--- src/hdl/dsl_pkg.sv ---
package dsl_pkg;
  // control characters
  localparam logic [7:0] CH_STX = 8'h02;
  localparam logic [7:0] CH_ETX = 8'h03;
  localparam logic [7:0] CH_ENQ = 8'h05;
  localparam logic [7:0] CH_ACK = 8'h06;
  localparam logic [7:0] CH_LF = 8'h0a;
  localparam logic [7:0] CH_CR = 8'h0d;
  localparam logic [7:0] CH_NAK = 8'h15;
  // terminator select
  localparam logic [1:0] TERM_NONE = 2'h0;
  localparam logic [1:0] TERM_CR = 2'h1;
  localparam logic [1:0] TERM_CRLF = 2'h2;
  // special setting values
  localparam logic [13:0] SET_SPECIAL = 14'h270f;
  localparam logic [13:0] WD_UNSET = 14'h0000;
  // error codes sent after a negative acknowledge
  localparam logic [3:0] ERR_NONE = 4'h0;
  localparam logic [3:0] ERR_SUM = 4'h1;
  localparam logic [3:0] ERR_PARITY = 4'h2;
  localparam logic [3:0] ERR_FRAME = 4'h4;
  localparam logic [3:0] ERR_CHAR = 4'h5;
  localparam logic [3:0] ERR_TERM = 4'h6;
  // request field offsets (characters after the enquiry)
  localparam logic [4:0] OFS_INSTR = 5'h02;
  localparam logic [4:0] OFS_WAIT = 5'h04;
  localparam logic [4:0] SUM_CHARS = 5'h02;
  // timing
  localparam int unsigned CLK_HZ = 40000000;
  localparam int unsigned TICK_MS = 1;
  localparam int unsigned TICK_CYCLES_DEF = CLK_HZ / 1000 * TICK_MS;
  localparam logic [7:0] DELAY_STEP_MS = 8'h0a;
  localparam logic [23:0] WD_MS_PER_UNIT = 24'h000064;
  // reset values
  localparam logic [11:0] TX_IDLE_LINE = 12'hfff;
  localparam logic [1:0] SYNC_IDLE = 2'h3;

  typedef struct packed {
    logic data7;
    logic parity_en;
    logic parity_odd;
    logic stop2;
    logic [1:0] term_sel;
  } dsl_cfg_s;

  typedef struct packed {
    logic [7:0] instr;
    logic [23:0] data;
  } dsl_cmd_s;
endpackage

--- src/hdl/dsl_link_top.sv ---
`timescale 1ns/100ps
module dsl_link_top #(
  parameter int unsigned TICK_CYCLES = dsl_pkg::TICK_CYCLES_DEF
) (
  // clock and reset
  input wire logic mclk_i,
  input wire logic rst_i,
  // serial line
  input wire logic rxd_i,
  output logic txd_o,
  // configuration
  input dsl_pkg::dsl_cfg_s cfg_i,
  input wire logic [15:0] baud_div_i,
  input wire logic [4:0] station_i,
  input wire logic [13:0] reply_delay_setting_i,
  input wire logic [13:0] link_watchdog_interval_i,
  input wire logic [13:0] retry_limit_setting_i,
  input wire logic [2:0] write_data_chars_i,
  // drive side
  input wire logic coast_stop_input_i,
  input wire logic alarm_reset_i,
  input wire logic [15:0] rd_data_i,
  output dsl_pkg::dsl_cmd_s cmd_o,
  output logic cmd_valid_o,
  output logic run_permit_o,
  output logic coast_o,
  output logic link_timeout_alarm_o,
  output logic retry_alarm_o
);
  import dsl_pkg::*;

  function automatic logic [4:0] hex_val(input logic [7:0] c);
    if (c >= 8'h30 && c <= 8'h39) begin
      return {1'b1, c[3:0]};
    end else if (c >= 8'h41 && c <= 8'h46) begin
      return {1'b1, c[3:0] + 4'h9};
    end
    return 5'h00;
  endfunction

  function automatic logic [7:0] hex_chr(input logic [3:0] n);
    return (n < 4'ha) ? 8'h30 + {4'h0, n} : 8'h37 + {4'h0, n};
  endfunction

  // tick of 1 ms for reply delay and watchdog
  logic [31:0] tick_cnt_r;
  logic tick;
  assign tick = (tick_cnt_r == TICK_CYCLES - 1);
  always_ff @(posedge mclk_i) begin
    if (rst_i || tick) begin
      tick_cnt_r <= '0;
    end else begin
      tick_cnt_r <= tick_cnt_r + 32'h1;
    end
  end

  // receiver
  logic [1:0] rx_sync_r;
  logic rx_busy_r, rx_done_r;
  logic [15:0] rx_cnt_r;
  logic [3:0] rx_idx_r;
  logic [11:0] rx_frm_r;
  logic [3:0] dlen, rx_last;
  logic [7:0] rx_char;
  logic rx_par, rx_ferr, rx_perr;
  assign dlen = cfg_i.data7 ? 4'h7 : 4'h8;
  assign rx_last = 4'h1 + dlen + {3'h0, cfg_i.parity_en};
  assign rx_char = {cfg_i.data7 ? 1'b0 : rx_frm_r[8], rx_frm_r[7:1]};
  assign rx_par = rx_frm_r[dlen + 4'h1];
  assign rx_ferr = rx_frm_r[0] | ~rx_frm_r[rx_last];
  assign rx_perr = cfg_i.parity_en & ((^rx_char ^ rx_par) != cfg_i.parity_odd);

  always_ff @(posedge mclk_i) begin
    if (rst_i) begin
      rx_sync_r <= SYNC_IDLE;
    end else begin
      rx_sync_r <= {rx_sync_r[0], rxd_i};
    end
  end

  always_ff @(posedge mclk_i) begin
    if (rst_i) begin
      rx_busy_r <= 1'b0;
      rx_done_r <= 1'b0;
      rx_cnt_r <= '0;
      rx_idx_r <= '0;
      rx_frm_r <= '0;
    end else begin
      rx_done_r <= 1'b0;
      if (!rx_busy_r) begin
        if (!rx_sync_r[1]) begin
          rx_busy_r <= 1'b1;
          rx_cnt_r <= {1'b0, baud_div_i[15:1]};
          rx_idx_r <= '0;
        end
      end else if (rx_cnt_r == 16'h0) begin
        rx_frm_r[rx_idx_r] <= rx_sync_r[1];
        rx_cnt_r <= baud_div_i - 16'h1;
        if (rx_idx_r == rx_last) begin
          rx_busy_r <= 1'b0;
          rx_done_r <= 1'b1;
        end else begin
          rx_idx_r <= rx_idx_r + 4'h1;
        end
      end else begin
        rx_cnt_r <= rx_cnt_r - 16'h1;
      end
    end
  end

  // request parser
  typedef enum logic {P_IDLE, P_RECV} dsl_parse_e;
  dsl_parse_e p_state_r;
  logic [4:0] pos_r;
  logic [7:0] sum_r, st_r, ins_r, cks_r;
  logic [3:0] wait_r, code_r;
  logic [23:0] dat_r;
  logic req_done_r;
  logic host_wait;
  logic [4:0] off_d, off_s, off_t, n_term, last_pos;
  logic [4:0] hv;
  logic hex_bad, term_bad;
  assign host_wait = (reply_delay_setting_i == SET_SPECIAL);
  assign off_d = OFS_WAIT + {4'h0, host_wait};
  assign off_s = off_d + (ins_r[7] ? {2'h0, write_data_chars_i} : 5'h0);
  assign off_t = off_s + SUM_CHARS;
  assign n_term = (cfg_i.term_sel == TERM_CR) ? 5'h1 : (cfg_i.term_sel == TERM_CRLF) ? 5'h2 : 5'h0;
  assign last_pos = off_t + n_term - 5'h1;
  assign hv = hex_val(rx_char);
  assign hex_bad = (pos_r < off_t) && !hv[4];
  assign term_bad = (pos_r >= off_t) && (rx_char != ((pos_r == off_t) ? CH_CR : CH_LF));

  always_ff @(posedge mclk_i) begin
    if (rst_i) begin
      p_state_r <= P_IDLE;
      pos_r <= '0;
      sum_r <= '0;
      st_r <= '0;
      ins_r <= '0;
      cks_r <= '0;
      wait_r <= '0;
      dat_r <= '0;
      code_r <= ERR_NONE;
      req_done_r <= 1'b0;
    end else begin
      req_done_r <= 1'b0;
      if (rx_done_r) begin
        if (rx_char == CH_ENQ && !rx_ferr && !rx_perr) begin
          p_state_r <= P_RECV;
          pos_r <= '0;
          sum_r <= '0;
          dat_r <= '0;
          wait_r <= '0;
          code_r <= ERR_NONE;
        end else if (p_state_r == P_RECV) begin
          pos_r <= pos_r + 5'h1;
          if (code_r == ERR_NONE) begin
            if (rx_ferr) begin
              code_r <= ERR_FRAME;
            end else if (rx_perr) begin
              code_r <= ERR_PARITY;
            end else if (hex_bad) begin
              code_r <= ERR_CHAR;
            end else if (term_bad) begin
              code_r <= ERR_TERM;
            end
          end
          if (pos_r < off_s) begin
            sum_r <= sum_r + rx_char;
          end
          if (pos_r < OFS_INSTR) begin
            st_r <= {st_r[3:0], hv[3:0]};
          end else if (pos_r < OFS_WAIT) begin
            ins_r <= {ins_r[3:0], hv[3:0]};
          end else if (pos_r < off_d) begin
            wait_r <= hv[3:0];
          end else if (pos_r < off_s) begin
            dat_r <= {dat_r[19:0], hv[3:0]};
          end else if (pos_r < off_t) begin
            cks_r <= {cks_r[3:0], hv[3:0]};
          end
          if (pos_r == last_pos) begin
            p_state_r <= P_IDLE;
            req_done_r <= 1'b1;
          end
        end
      end
    end
  end

  // request evaluation
  logic own, good, is_read;
  logic [3:0] err_code;
  assign own = req_done_r && (st_r == {3'h0, station_i});
  assign good = (code_r == ERR_NONE) && (cks_r == sum_r);
  assign err_code = (code_r != ERR_NONE) ? code_r : ERR_SUM;
  assign is_read = !ins_r[7];

  always_ff @(posedge mclk_i) begin
    if (rst_i) begin
      cmd_o <= '0;
      cmd_valid_o <= 1'b0;
    end else begin
      cmd_valid_o <= own && good;
      if (own && good) begin
        cmd_o <= '{instr: ins_r, data: dat_r};
      end
    end
  end

  // reply builder
  logic [7:0] rb_nxt [0:11];
  logic [3:0] rlen_nxt;
  logic [7:0] rsum;
  always_comb begin
    for (int i = 0; i < 12; i++) begin
      rb_nxt[i] = 8'h00;
    end
    rsum = 8'h00;
    rb_nxt[1] = hex_chr(st_r[7:4]);
    rb_nxt[2] = hex_chr(st_r[3:0]);
    if (!good) begin
      rb_nxt[0] = CH_NAK;
      rb_nxt[3] = hex_chr(err_code);
      rlen_nxt = 4'h4;
    end else if (is_read) begin
      rb_nxt[0] = CH_STX;
      for (int i = 0; i < 4; i++) begin
        rb_nxt[3 + i] = hex_chr(rd_data_i[15 - 4 * i -: 4]);
      end
      for (int i = 1; i < 7; i++) begin
        rsum = rsum + rb_nxt[i];
      end
      rb_nxt[7] = CH_ETX;
      rb_nxt[8] = hex_chr(rsum[7:4]);
      rb_nxt[9] = hex_chr(rsum[3:0]);
      rlen_nxt = 4'ha;
    end else begin
      rb_nxt[0] = CH_ACK;
      rlen_nxt = 4'h3;
    end
    if (n_term != 5'h0) begin
      rb_nxt[rlen_nxt] = CH_CR;
    end
    if (n_term == 5'h2) begin
      rb_nxt[rlen_nxt + 4'h1] = CH_LF;
    end
    rlen_nxt = rlen_nxt + n_term[3:0];
  end

  // reply sequencer and transmitter
  typedef enum logic [1:0] {T_IDLE, T_WAIT, T_SEND} dsl_tx_e;
  dsl_tx_e t_state_r;
  logic [7:0] rb_r [0:11];
  logic [3:0] rlen_r, ridx_r;
  logic [7:0] ms_left_r;
  logic tx_busy_r, tx_go;
  logic [11:0] tx_sh_r;
  logic [3:0] tx_n_r;
  logic [15:0] tx_cnt_r;
  logic [7:0] tc;
  assign tx_go = (t_state_r == T_SEND) && !tx_busy_r;
  assign tc = rb_r[ridx_r];

  always_ff @(posedge mclk_i) begin
    if (rst_i) begin
      t_state_r <= T_IDLE;
      rlen_r <= '0;
      ridx_r <= '0;
      ms_left_r <= '0;
      for (int i = 0; i < 12; i++) begin
        rb_r[i] <= 8'h00;
      end
    end else begin
      case (t_state_r)
        T_IDLE: begin
          if (own) begin
            rb_r <= rb_nxt;
            rlen_r <= rlen_nxt;
            ridx_r <= '0;
            ms_left_r <= host_wait ? ({4'h0, wait_r} * DELAY_STEP_MS) : reply_delay_setting_i[7:0];
            t_state_r <= T_WAIT;
          end
        end
        T_WAIT: begin
          if (ms_left_r == 8'h0) begin
            t_state_r <= T_SEND;
          end else if (tick) begin
            ms_left_r <= ms_left_r - 8'h1;
          end
        end
        T_SEND: begin
          if (tx_go) begin
            if (ridx_r == rlen_r - 4'h1) begin
              t_state_r <= T_IDLE;
            end
            ridx_r <= ridx_r + 4'h1;
          end
        end
        default: t_state_r <= T_IDLE;
      endcase
    end
  end

  always_ff @(posedge mclk_i) begin
    if (rst_i) begin
      tx_busy_r <= 1'b0;
      tx_sh_r <= TX_IDLE_LINE;
      tx_n_r <= '0;
      tx_cnt_r <= '0;
    end else if (tx_go) begin
      tx_sh_r <= TX_IDLE_LINE;
      tx_sh_r[0] <= 1'b0;
      for (int i = 0; i < 8; i++) begin
        if (i < int'(dlen)) begin
          tx_sh_r[i + 1] <= tc[i];
        end
      end
      if (cfg_i.parity_en) begin
        tx_sh_r[dlen + 4'h1] <= ^tc[6:0] ^ (tc[7] & ~cfg_i.data7) ^ cfg_i.parity_odd;
      end
      tx_n_r <= rx_last + {3'h0, cfg_i.stop2};
      tx_cnt_r <= baud_div_i - 16'h1;
      tx_busy_r <= 1'b1;
    end else if (tx_busy_r) begin
      if (tx_cnt_r == 16'h0) begin
        tx_sh_r <= {1'b1, tx_sh_r[11:1]};
        tx_cnt_r <= baud_div_i - 16'h1;
        if (tx_n_r == 4'h0) begin
          tx_busy_r <= 1'b0;
        end else begin
          tx_n_r <= tx_n_r - 4'h1;
        end
      end else begin
        tx_cnt_r <= tx_cnt_r - 16'h1;
      end
    end
  end
  assign txd_o = tx_sh_r[0];

  // link watchdog
  logic [23:0] wd_ms_r;
  logic wd_armed_r;
  logic wd_set, wd_susp, wd_due;
  assign wd_set = (link_watchdog_interval_i != WD_UNSET);
  assign wd_susp = (link_watchdog_interval_i == SET_SPECIAL);
  // interval expired on this tick; a good request in the same cycle re-arms instead
  assign wd_due = tick && wd_armed_r && wd_set && !wd_susp && !(own && good) &&
    (wd_ms_r >= 24'(link_watchdog_interval_i) * WD_MS_PER_UNIT);
  always_ff @(posedge mclk_i) begin
    if (rst_i) begin
      wd_ms_r <= '0;
      wd_armed_r <= 1'b0;
      link_timeout_alarm_o <= 1'b0;
    end else begin
      if (own && good) begin
        wd_ms_r <= '0;
        wd_armed_r <= 1'b1;
      end else if (tick && wd_armed_r && wd_set && !wd_susp && !wd_due) begin
        wd_ms_r <= wd_ms_r + 24'h1;
      end
      // set wins over a clear in the same cycle
      if (wd_due) begin
        link_timeout_alarm_o <= 1'b1;
      end else if (alarm_reset_i) begin
        link_timeout_alarm_o <= 1'b0;
      end
    end
  end

  // consecutive error counter
  logic [13:0] err_cnt_r;
  always_ff @(posedge mclk_i) begin
    if (rst_i) begin
      err_cnt_r <= '0;
      retry_alarm_o <= 1'b0;
    end else begin
      if (own && !good) begin
        err_cnt_r <= err_cnt_r + 14'h1;
      end else if (own && good) begin
        err_cnt_r <= '0;
      end
      // set wins over a clear in the same cycle
      if (own && !good && retry_limit_setting_i != SET_SPECIAL && err_cnt_r + 14'h1 >= retry_limit_setting_i) begin
        retry_alarm_o <= 1'b1;
      end else if (alarm_reset_i) begin
        retry_alarm_o <= 1'b0;
      end
    end
  end

  // coast stop and run interlock
  logic [1:0] coast_sync_r;
  always_ff @(posedge mclk_i) begin
    if (rst_i) begin
      coast_sync_r <= '0;
      coast_o <= 1'b0;
      run_permit_o <= 1'b0;
    end else begin
      coast_sync_r <= {coast_sync_r[0], coast_stop_input_i};
      coast_o <= coast_sync_r[1] | link_timeout_alarm_o | retry_alarm_o;
      run_permit_o <= wd_set & ~coast_sync_r[1] & ~link_timeout_alarm_o & ~retry_alarm_o;
    end
  end
endmodule

--- config.mk ---
export PLATFORM = sky130hd
export DESIGN_NAME = dsl_link_top
export DESIGN_NICKNAME = d
export VERILOG_FILES = /design/src/hdl/dsl_pkg.sv /design/src/hdl/dsl_link_top.sv
export SDC_FILE = /design/constraint.sdc
export NUM_CORES = 1
export LEC_CHECK = 0
export BUFFER_PORTS_ARGS = -buffer_cell sky130_fd_sc_hd__clkbuf_2
export CORE_MARGIN = 5
export CORE_UTILIZATION = 45
export CTS_CLUSTER_DIAMETER = 100
export DETAILED_ROUTE_END_ITERATION = 8
export GPL_TIMING_DRIVEN = 0
export PLACE_DENSITY = 0.72
export SLEW_MARGIN = 20
export SYNTH_ARGS = -nofsm -noshare
export SYNTH_HDL_FRONTEND = slang
export SYNTH_SLANG_ARGS = --single-unit
--- constraint.sdc ---
create_clock -name mclk_i -period 6.25 [get_ports mclk_i]
set_input_delay 1.5625 -clock mclk_i [delete_from_list [all_inputs] [get_ports mclk_i]]
set_output_delay 1.5625 -clock mclk_i [all_outputs]
set_load 0.02 [all_outputs]
After elaboration in Yosys (flattened, before gate mapping):

Index checks and enable logic that the tools add are counted.

* register bits after elaboration: 364
* word-level logic and storage cells: 418
* input port bits: 93

* add/subtract/negate cells: 47
* equal/unequal tests: 31
* bitwise operators: 34
* magnitude comparators: 39
* multipliers: 2
* muxes and demuxes: 143
* reduce and logical (&&, ||, !) cells: 74

Operators by type and width (count)
* two-way mux 96 bit: 2
* two-way mux 24 bit: 6
* adder 6 x 4 -> 7 bit, first input constant: 18
* two-way mux 4 bit: 26
* two-way mux 16 bit: 6
* two-way mux 8 bit: 12
* AND 72 bit: 1
* inverter 72 bit: 1
* demux 8 bit (select 4 bit): 2
* two-way mux 7 bit: 9
* AND 57 x 60 -> 60 bit: 1
* inverter 60 bit: 1
* two-way mux 55 bit: 1
* two-way mux 12 bit: 4
* two-way mux 48 bit: 1
* subtractor 16 x 1 -> 16 bit, second input constant: 3
* two-way mux 1 bit: 47
* less-than comparator 4 bit, second input constant: 9
* OR 36 bit: 1
* adder 32 x 1 -> 32 bit, second input constant: 1
* adder 8 x 7 -> 8 bit: 4
* binary-select mux 8 bit (select 4 bit): 1
* equality test 32 x 16 -> 1 bit, second input constant: 1
* logical NOT 16 bit: 2
* other kinds (86): 210

Logic depth before layout (Yosys ltp):

Gate-level depths: netlist (run 1).

* depth after elaboration: 15
* depth in mapped cells: 24
* depth with buffers taken out: 23

Worst setup path before layout (run 1):

OpenSTA, ideal clock, no wires.

* path type: input to register
* from: input port link_watchdog_interval_i[2]
* to: register wd_ms_r[17]
* required time: 6.178 ns
* stages on the path: 23
* slack: 0.296 ns
* data arrival time: 5.882 ns
* cells stage by stage: inv_1 > ha_1 > ha_1 > inv_1 > fa_1 > inv_1 > ha_1 > nor2b_1 > o21a_1 > o21ai_0 > a21o_1 > a21o_1 > a31oi_1 > and4_1 > nor3_1 > ha_1 > or4_1 > a21oi_1 > and4_1 > a221oi_2 > buf_6 > nor4b_4 > mux2i_1

* longest elaborated chain between the ends: 7
* elaborated cells on any way between the ends: 11
* classes of those cells: 1 x mul; 1 x order compare; 1 x eq/ne; 8 x reduce/logical

Ends and longest elaborated chain
* start, declared: RTL line dsl_link_top.sv:16 `input wire logic [13:0] link_watchdog_interval_i,`
* parallel branches: the longest is 6 deep, another holds greater-or-equal comparator 24 x 21 -> 1 bit
* logical AND 1 bit *: RTL line dsl_link_top.sv:359 `end else if (tick && wd_armed_r && wd_set && !wd_susp && !wd_due) begin`
* end signal, assigned: RTL line dsl_link_top.sv:360 `wd_ms_r <= wd_ms_r + 24'h1;`
* end, declared: RTL line dsl_link_top.sv:342 `logic [23:0] wd_ms_r;`

Mark *: on every way between the ends.
A chain may end at the register's enable or synchronous reset.

Final worst setup path (run 1):

* from: input port link_watchdog_interval_i[2]
* to: register wd_ms_r[19]

The elaborated chain is that of the path after synthesis.

==> out/results.tsv, run 1 <==
metric	value	unit
worst_slew_pin_slew	1.06	ns
core.rowCount	78	
final_antenna_net_count	0	
cts.sinks	334	
clkTransAtPathRegs	0.06	ns
start_util	0.454	
drive_gt1_frac	0.107	
syn-num-nets	2779	
synth_edf_count	0	
power_density	241	nW/um^2
h-tree-depth	2	
maxCapViolations	0	
cp.required	6.71	ns
switching_share	0.275	
core_area	45300	sq um
area_growth	13.8	%
post-place-ws	-0.403	ns
grt-ovfl-total	0	
cp.arrival	6.45	ns
final_area	23400	sq um
placed_area	22000	sq um
syn-cell-area	20600	sq um
rr_startpoint	st_r[1]	
hold_path_class	flip-flop to flip-flop	
finalCriticalPeriod	5.99	ns
cts_hold_buf	0	
p_int	4.09	mW
rsz0062_at_grt	false	
final-hold-violation-count	0	
p_total	5.64	mW
synth_warnings	0	
fin_ws	0.261	ns
timing.slew.headroom	0.292	
wire_per_inst	17.6	um
fp.dieW	224	um
synth_cells	2479	
rrSetupSlack	1.35	ns
rr_worst_depth	17	
async_flop_share	0	
min_delay_worst_endpoint	rx_sync_r[1]	
fmax	167	MHz
firstDrtPassIters	6	
seq_power_share	0.382	
antenna_found_initial	1	
totalWireLength	57.6	mm
min_from	rx_sync_r[0]	
peakVddDrop	168	uV
synth_cell_types	93	
p_switching	1.55	mW
reg2reg_to	rb_r[30]	
clockBufferDepth	3	
grt_pass1_wl	92.7	mm
nets	2951	
drt_iter0_drc	1289	
syn_area_per_cell	8.30	sq um
die_h	224	um
io_buffers	129	
leakagePower	10.0	nW
synthFlopType	dfxtp_1	
ys_ff_latch	334	
routed-via-count	18400	
via_per_inst	5.59	
detail_route.drc_violations	0	
clk_latency	0.54	ns
holdPathStages	1	
fin_worst_skew	0.0238	ns
min_period_over_period	0.958	
path_class	input port to flip-flop	
path_max_fanout	10	
cts_tree	done	
grt_pass1_vias	18100	
cp-start-kind	input port	
cts_made_buffers	38	
grt_max_degree	15	
io_pins	131	
status	completed	
clkPwrFrac	0.439	
pwr-share-comb	0.179	
setup_viol	0	
routabilityCongestion	0.944	
slew_viol_final	0	
cts-root-buf	clkbuf_16	
crit_path_end_kind	flip-flop	
yosysSeqAreaShare	0.325	
dieArea	50100	sq um
grtUsageTotal	0.222	
place_hpwl	44.2	mm
==> cells in the final DEF (no fill, tap or decap), types with 18 or more instances in the layout <==
cell type	instances
a21oi_1	176
clkbuf_1	79
inv_1	199
a21o_1	27
clkbuf_2	130
xnor2_1	67
fa_1	40
xor2_1	76
o211ai_1	18
nor2_1	223
a211oi_1	33
nor2b_1	24
or3_1	24
nand4_1	28
nor3_1	59
a22o_1	20
mux2i_1	55
a22oi_1	23
and3_1	40
nand2_1	309
buf_2	22
nand3_1	74
dfxtp_1	334
o21ai_0	98
clkbuf_16	41
nor4_1	19
ha_1	167
==> synthesized netlist by cell type (8+ instances only) <==
cell / instances / area (sq um)
nor2_1: 223 / 837
mux2i_1: 55 / 551
xnor2_1: 67 / 587
nor2b_1: 24 / 150
and3_1: 40 / 250
a22oi_1: 23 / 173
nand3b_1: 11 / 82.6
a211oi_1: 33 / 248
xor2_1: 76 / 666
and4_1: 8 / 70.1
fa_1: 40 / 801
clkbuf_1: 76 / 285
inv_1: 199 / 747
nor4_1: 19 / 119
nand2b_1: 17 / 106
a31oi_1: 10 / 62.6
o21ai_0: 98 / 490
and2_1: 9 / 56.3
buf_2: 22 / 110
o31ai_1: 8 / 60.1
ha_1: 167 / 2090
dfxtp_1: 334 / 6690
a21oi_1: 177 / 886
nand2_1: 309 / 1160
mux4_2: 10 / 225
nand3_1: 74 / 370
or3_1: 24 / 150
o22ai_1: 8 / 50.1
nor3_1: 59 / 295
a221oi_1: 9 / 78.8
a22o_1: 20 / 175
a21o_1: 27 / 203
or4_1: 17 / 128
o211ai_1: 18 / 135
o21a_1: 12 / 90.1
nand4_1: 28 / 175
==> power by group through the flow <==
stage | Combinational, mW | Sequential [mW] | Clock, mW
2_1_floorplan | 0.726 | 2.20 | 0
3_3_place_gp | 0.958 | 2.20 | 0
3_5_place_dp | 0.994 | 2.20 | 0
4_1_cts | 1.00 | 2.16 | 2.52
5_1_grt | 1.14 | 2.16 | 2.59
6_report | 1.01 | 2.16 | 2.48
==> sequential cells by signal, summed over array words and instances (netlist names), 8 cells and up <==
name        count
dat_r          24
wd_ms_r        24
cmd_o          32
tx_cnt_r       16
ins_r           8
rb_r           69
ms_left_r       8
err_cnt_r      14
tick_cnt_r     32
cks_r           8
rx_frm_r       12
sum_r           8
tx_sh_r        10
rx_cnt_r       16
st_r            8
==> what timing repair did <==
action | CTS | global route
resized for setup | 0 | 3
endpoints found under the setup margin | 0 | 14
setup buffers | 0 | 2
==> per-layer routing <==
layer,routed length [um],global-route usage,vias up
met5,0,0,-
met4,1830,0.0721,0
met3,3890,0.0328,120
met2,26900,0.374,595
met1,25000,0.294,8697
li1,-,-,8943
==> area by class of cell <==
| cell class | instances | area [sq um] |
|---|---|---|
| fillers | 4227 | 21900 |
| diodes | 2 | 5.00 |
| inverters | 200 | 751 |
| well taps | 600 | 751 |
| repair buffers | 132 | 672 |
| plain buffers | 113 | 505 |
| multi-input cells | 1832 | 12700 |
| flip-flops and latches | 334 | 6690 |
| clock inverters | 16 | 236 |
| clock buffers | 53 | 1160 |
==> through the flow <==
step                      utilization  instances  TNS (ns)  hold WS, ns
after CTS                       0.516       3277         0        0.420
after global placement          0.485       3208     -4.23        0.398
final                           0.517       3282         0        0.416
after detailed placement        0.485       3208     -6.50        0.405
after floorplan                     -       2479         0        0.389
after global routing            0.517       3281         0        0.435
==> cell families (layout without fill, tap and decap cells) <==
logic type / Yosys count / in the layout / share of synthesized area
AO/OA/AOI/OAI: 504 / 504 / 0.155
XOR/XNOR: 147 / 147 / 0.0649
adder cells (fa/ha/maj): 207 / 207 / 0.140
buffers and inverters: 313 / 514 / 0.0610
flip-flops: 334 / 334 / 0.325
multiplexers: 71 / 71 / 0.0410
other: 0 / 2 / 0
AND/OR/NAND/NOR: 903 / 903 / 0.212
==> worst max-delay path by stage <==
stage	startpoint	slack (ns)	depth (start not counted)	to
final	link_watchdog_interval_i[2]	0.26	24	wd_ms_r[19]
after global routing	link_watchdog_interval_i[2]	0.01	25	wd_ms_r[8]
after CTS	link_watchdog_interval_i[2]	0.08	24	wd_ms_r[18]
after detailed placement	link_watchdog_interval_i[2]	-0.40	23	wd_ms_r[18]
after global placement	link_watchdog_interval_i[2]	-0.39	25	wd_ms_r[18]
after floorplan	link_watchdog_interval_i[2]	0.30	23	wd_ms_r[17]
==> worst max-delay path, cell delays in order <==
cell	delay, ns
clkbuf_2	0.11
inv_1	0.08
ha_1	0.30
ha_1	0.28
inv_1	0.05
fa_1	0.50
inv_1	0.04
ha_1	0.32
a21oi_1	0.23
o21bai_1	0.15
a31oi_2	0.26
o211ai_1	0.16
nand2_1	0.10
xor2_1	0.17
ha_1	0.27
a21o_1	0.18
a21o_1	0.17
a21o_1	0.18
a21oi_2	0.25
and3_1	0.21
a221oi_2	0.11
buf_6	0.19
nor3_1	0.32
mux2i_1	0.23
(Power assumes the default switching activity.)
==> run 2: changes to the inputs <==
- GPL_TIMING_DRIVEN: 0 -> unset
==> out/results.tsv, run 2 (synthesis results as in run 1) <==
metric	value	unit	change
pwr-share-comb	0.181		+0.002
clkPwrFrac	0.434		-0.005
antennaDiodeCount	0		-2
timing.slew.headroom	0.270		-0.0224
place_hpwl	38.2	mm	-13%
layout_common_cells	dfxtp_1, nand2_1, nor2_1		
top_register	rb_r		
routabilityCongestion	0.916		-3.0%
cts_made_buffers	39		+2.6%
clk_latency	0.55	ns	about the same
h-tree-depth	2		unchanged
cts-root-buf	clkbuf_16		
fin_ws	0.326	ns	+0.0647 ns
area_growth	12.6	%	
rsz0062_at_grt	false		
hold_path_class	flip-flop to flip-flop		
path_max_fanout	15		+5
grt-ovfl-total	0		unchanged
core.rowCount	78		unchanged
antenna_found_initial	0		-1
peakVddDrop	173	uV	+2.8%
multi_input_area	12700	sq um	about the same
fin_worst_skew	0.0127	ns	-0.0111 ns
final-hold-violation-count	0		unchanged
fillCellCount	4191		-0.85%
nets	2874		-2.6%
cp.arrival	6.42	ns	-0.03 ns
detail_route.drc_violations	0		unchanged
setup_viol	0		unchanged
io_buffers	130		+0.78%
min_period_over_period	0.948		-0.0104
cpMostUsedCell	ha_1		
layout_commonest_cell	dfxtp_1		
p_switching	1.54	mW	-0.78%
cts-resized-gates	0		unchanged
final_antenna_net_count	0		unchanged
firstDrtPassIters	7		+1
via_per_inst	5.54		-0.92%
totalWireLength	52.3	mm	-9.2%
maxCapViolations	0		unchanged
largest_register_ffs	69		unchanged
grtUsageTotal	0.203		-0.0192
start_util	0.454		unchanged
drive_gt1_frac	0.111		+0.00399
cts_tree	done		
cts_setup_buffers	0		unchanged
crit_path_end_kind	flip-flop		
io_pins	131		unchanged
leakagePower	9.92	nW	-0.93%
grt_pass1_wl	86.9	mm	-6.3%
wire_per_inst	16.3	um	-7.0%
clkTransAtPathRegs	0.06	ns	about the same
switching_share	0.275		about the same
worst_slew_pin_slew	1.08	ns	+0.0222 ns
reg_top3	rb_r: 69 flops, cmd_o: 32 flops, tick_cnt_r: 32 flops		
seq_power_share	0.386		+0.004
cts.sinks	334		unchanged
grt_max_degree	179		+164
p_int	4.06	mW	-0.72%
finalCriticalPeriod	5.92	ns	-0.0647 ns
core_area	45300	sq um	unchanged
grt_pass1_vias	17600		-2.9%
power_density	242	nW/um^2	+0.33%
cts_hold_buf	0		unchanged
drt_iter0_drc	1303		+1.1%
clockBufferDepth	3		unchanged
cp_slowest_cell	fa_1		
fp.dieW	224	um	unchanged
worst_hold_slack	0.409	ns	-0.00752 ns
slew_viol_final	0		unchanged
critPathMaxStageDelay	0.50	ns	about the same
cp.required	6.74	ns	+0.03 ns
fmax	169	MHz	+1.1%
status	completed		
path_class	input port to flip-flop		
seqCellArea	6690	sq um	about the same
cp-start-kind	input port		
dieArea	50100	sq um	unchanged
routed-via-count	17700		-3.3%
post-place-ws	-0.295	ns	+0.108 ns
die_h	224	um	unchanged
[run 2: changes by cell type in the layout (fill, tap and decap cells not counted), moves of 5 or more]
| cell | delta |
|---|---|
| buf_1 | -5 |
| clkbuf_1 | -72 |
| buf_4 | +28 |
| buf_2 | -22 |
| clkbuf_8 | -5 |
[run 2: area by class of cell]
cell class                 count  area share
multi-input combinational   1832       0.547
sequential                   334       0.289
clock buffer                  52      0.0478
timing repair buffer         167      0.0416
inverter                     200      0.0324
tap                          600      0.0324
clock inverter                17      0.0107
[run 2: final timing paths]
path / startpoint / to / slack [ns] / cells past startpoint
min: rx_sync_r[0] / rx_sync_r[1] / 0.41 / 1
max: link_watchdog_interval_i[2] / wd_ms_r[4] / 0.33 / 25
min reg2reg: rx_sync_r[0] / rx_sync_r[1] / 0.41 / 1
max reg2reg: st_r[3] / rb_r[28] / 1.25 / 16
[run 2: per-stage QoR]
stage | power [mW] | utilization | cells | TNS, ns | cell area [sq um]
3_5_place_dp | 3.21 | 0.481 | 3132 | -3.74 | 21800
2_1_floorplan | 2.93 | - | 2479 | 0 | 20600
6_report | 5.60 | 0.512 | 3202 | 0 | 23200
3_3_place_gp | 3.17 | 0.481 | 3132 | -0.507 | 21800
5_1_grt | 5.88 | 0.512 | 3202 | 0 | 23200
4_1_cts | 5.64 | 0.511 | 3201 | 0 | 23100
[run 2: worst max-delay path, delay by kind of cell]
family,cells,cell delay [ns]
and+or+nand+nor,7,1.46
AOI/OAI and AO/OA,7,1.22
adders and majority gates,5,1.56
buffers and inverters,6,0.60
[run 2: metal layers]
metal	vias to the layer above	share of wire	GRT usage
met4	0	0.029	0.0644
met1	8425	0.43	0.256
met3	103	0.045	0.0309
met2	446	0.49	0.358
met5	-	0	0
li1	8769	-	-
[run 2: power by group through the flow]
stage / Combinational [mW] / Clock (mW) / Sequential (mW)
finish: 1.01 / 2.43 / 2.16
global placement: 0.962 / 0 / 2.21
CTS: 1.01 / 2.48 / 2.16
detailed placement: 1.00 / 0 / 2.21
global route: 1.15 / 2.57 / 2.16
floorplan: 0.726 / 0 / 2.20
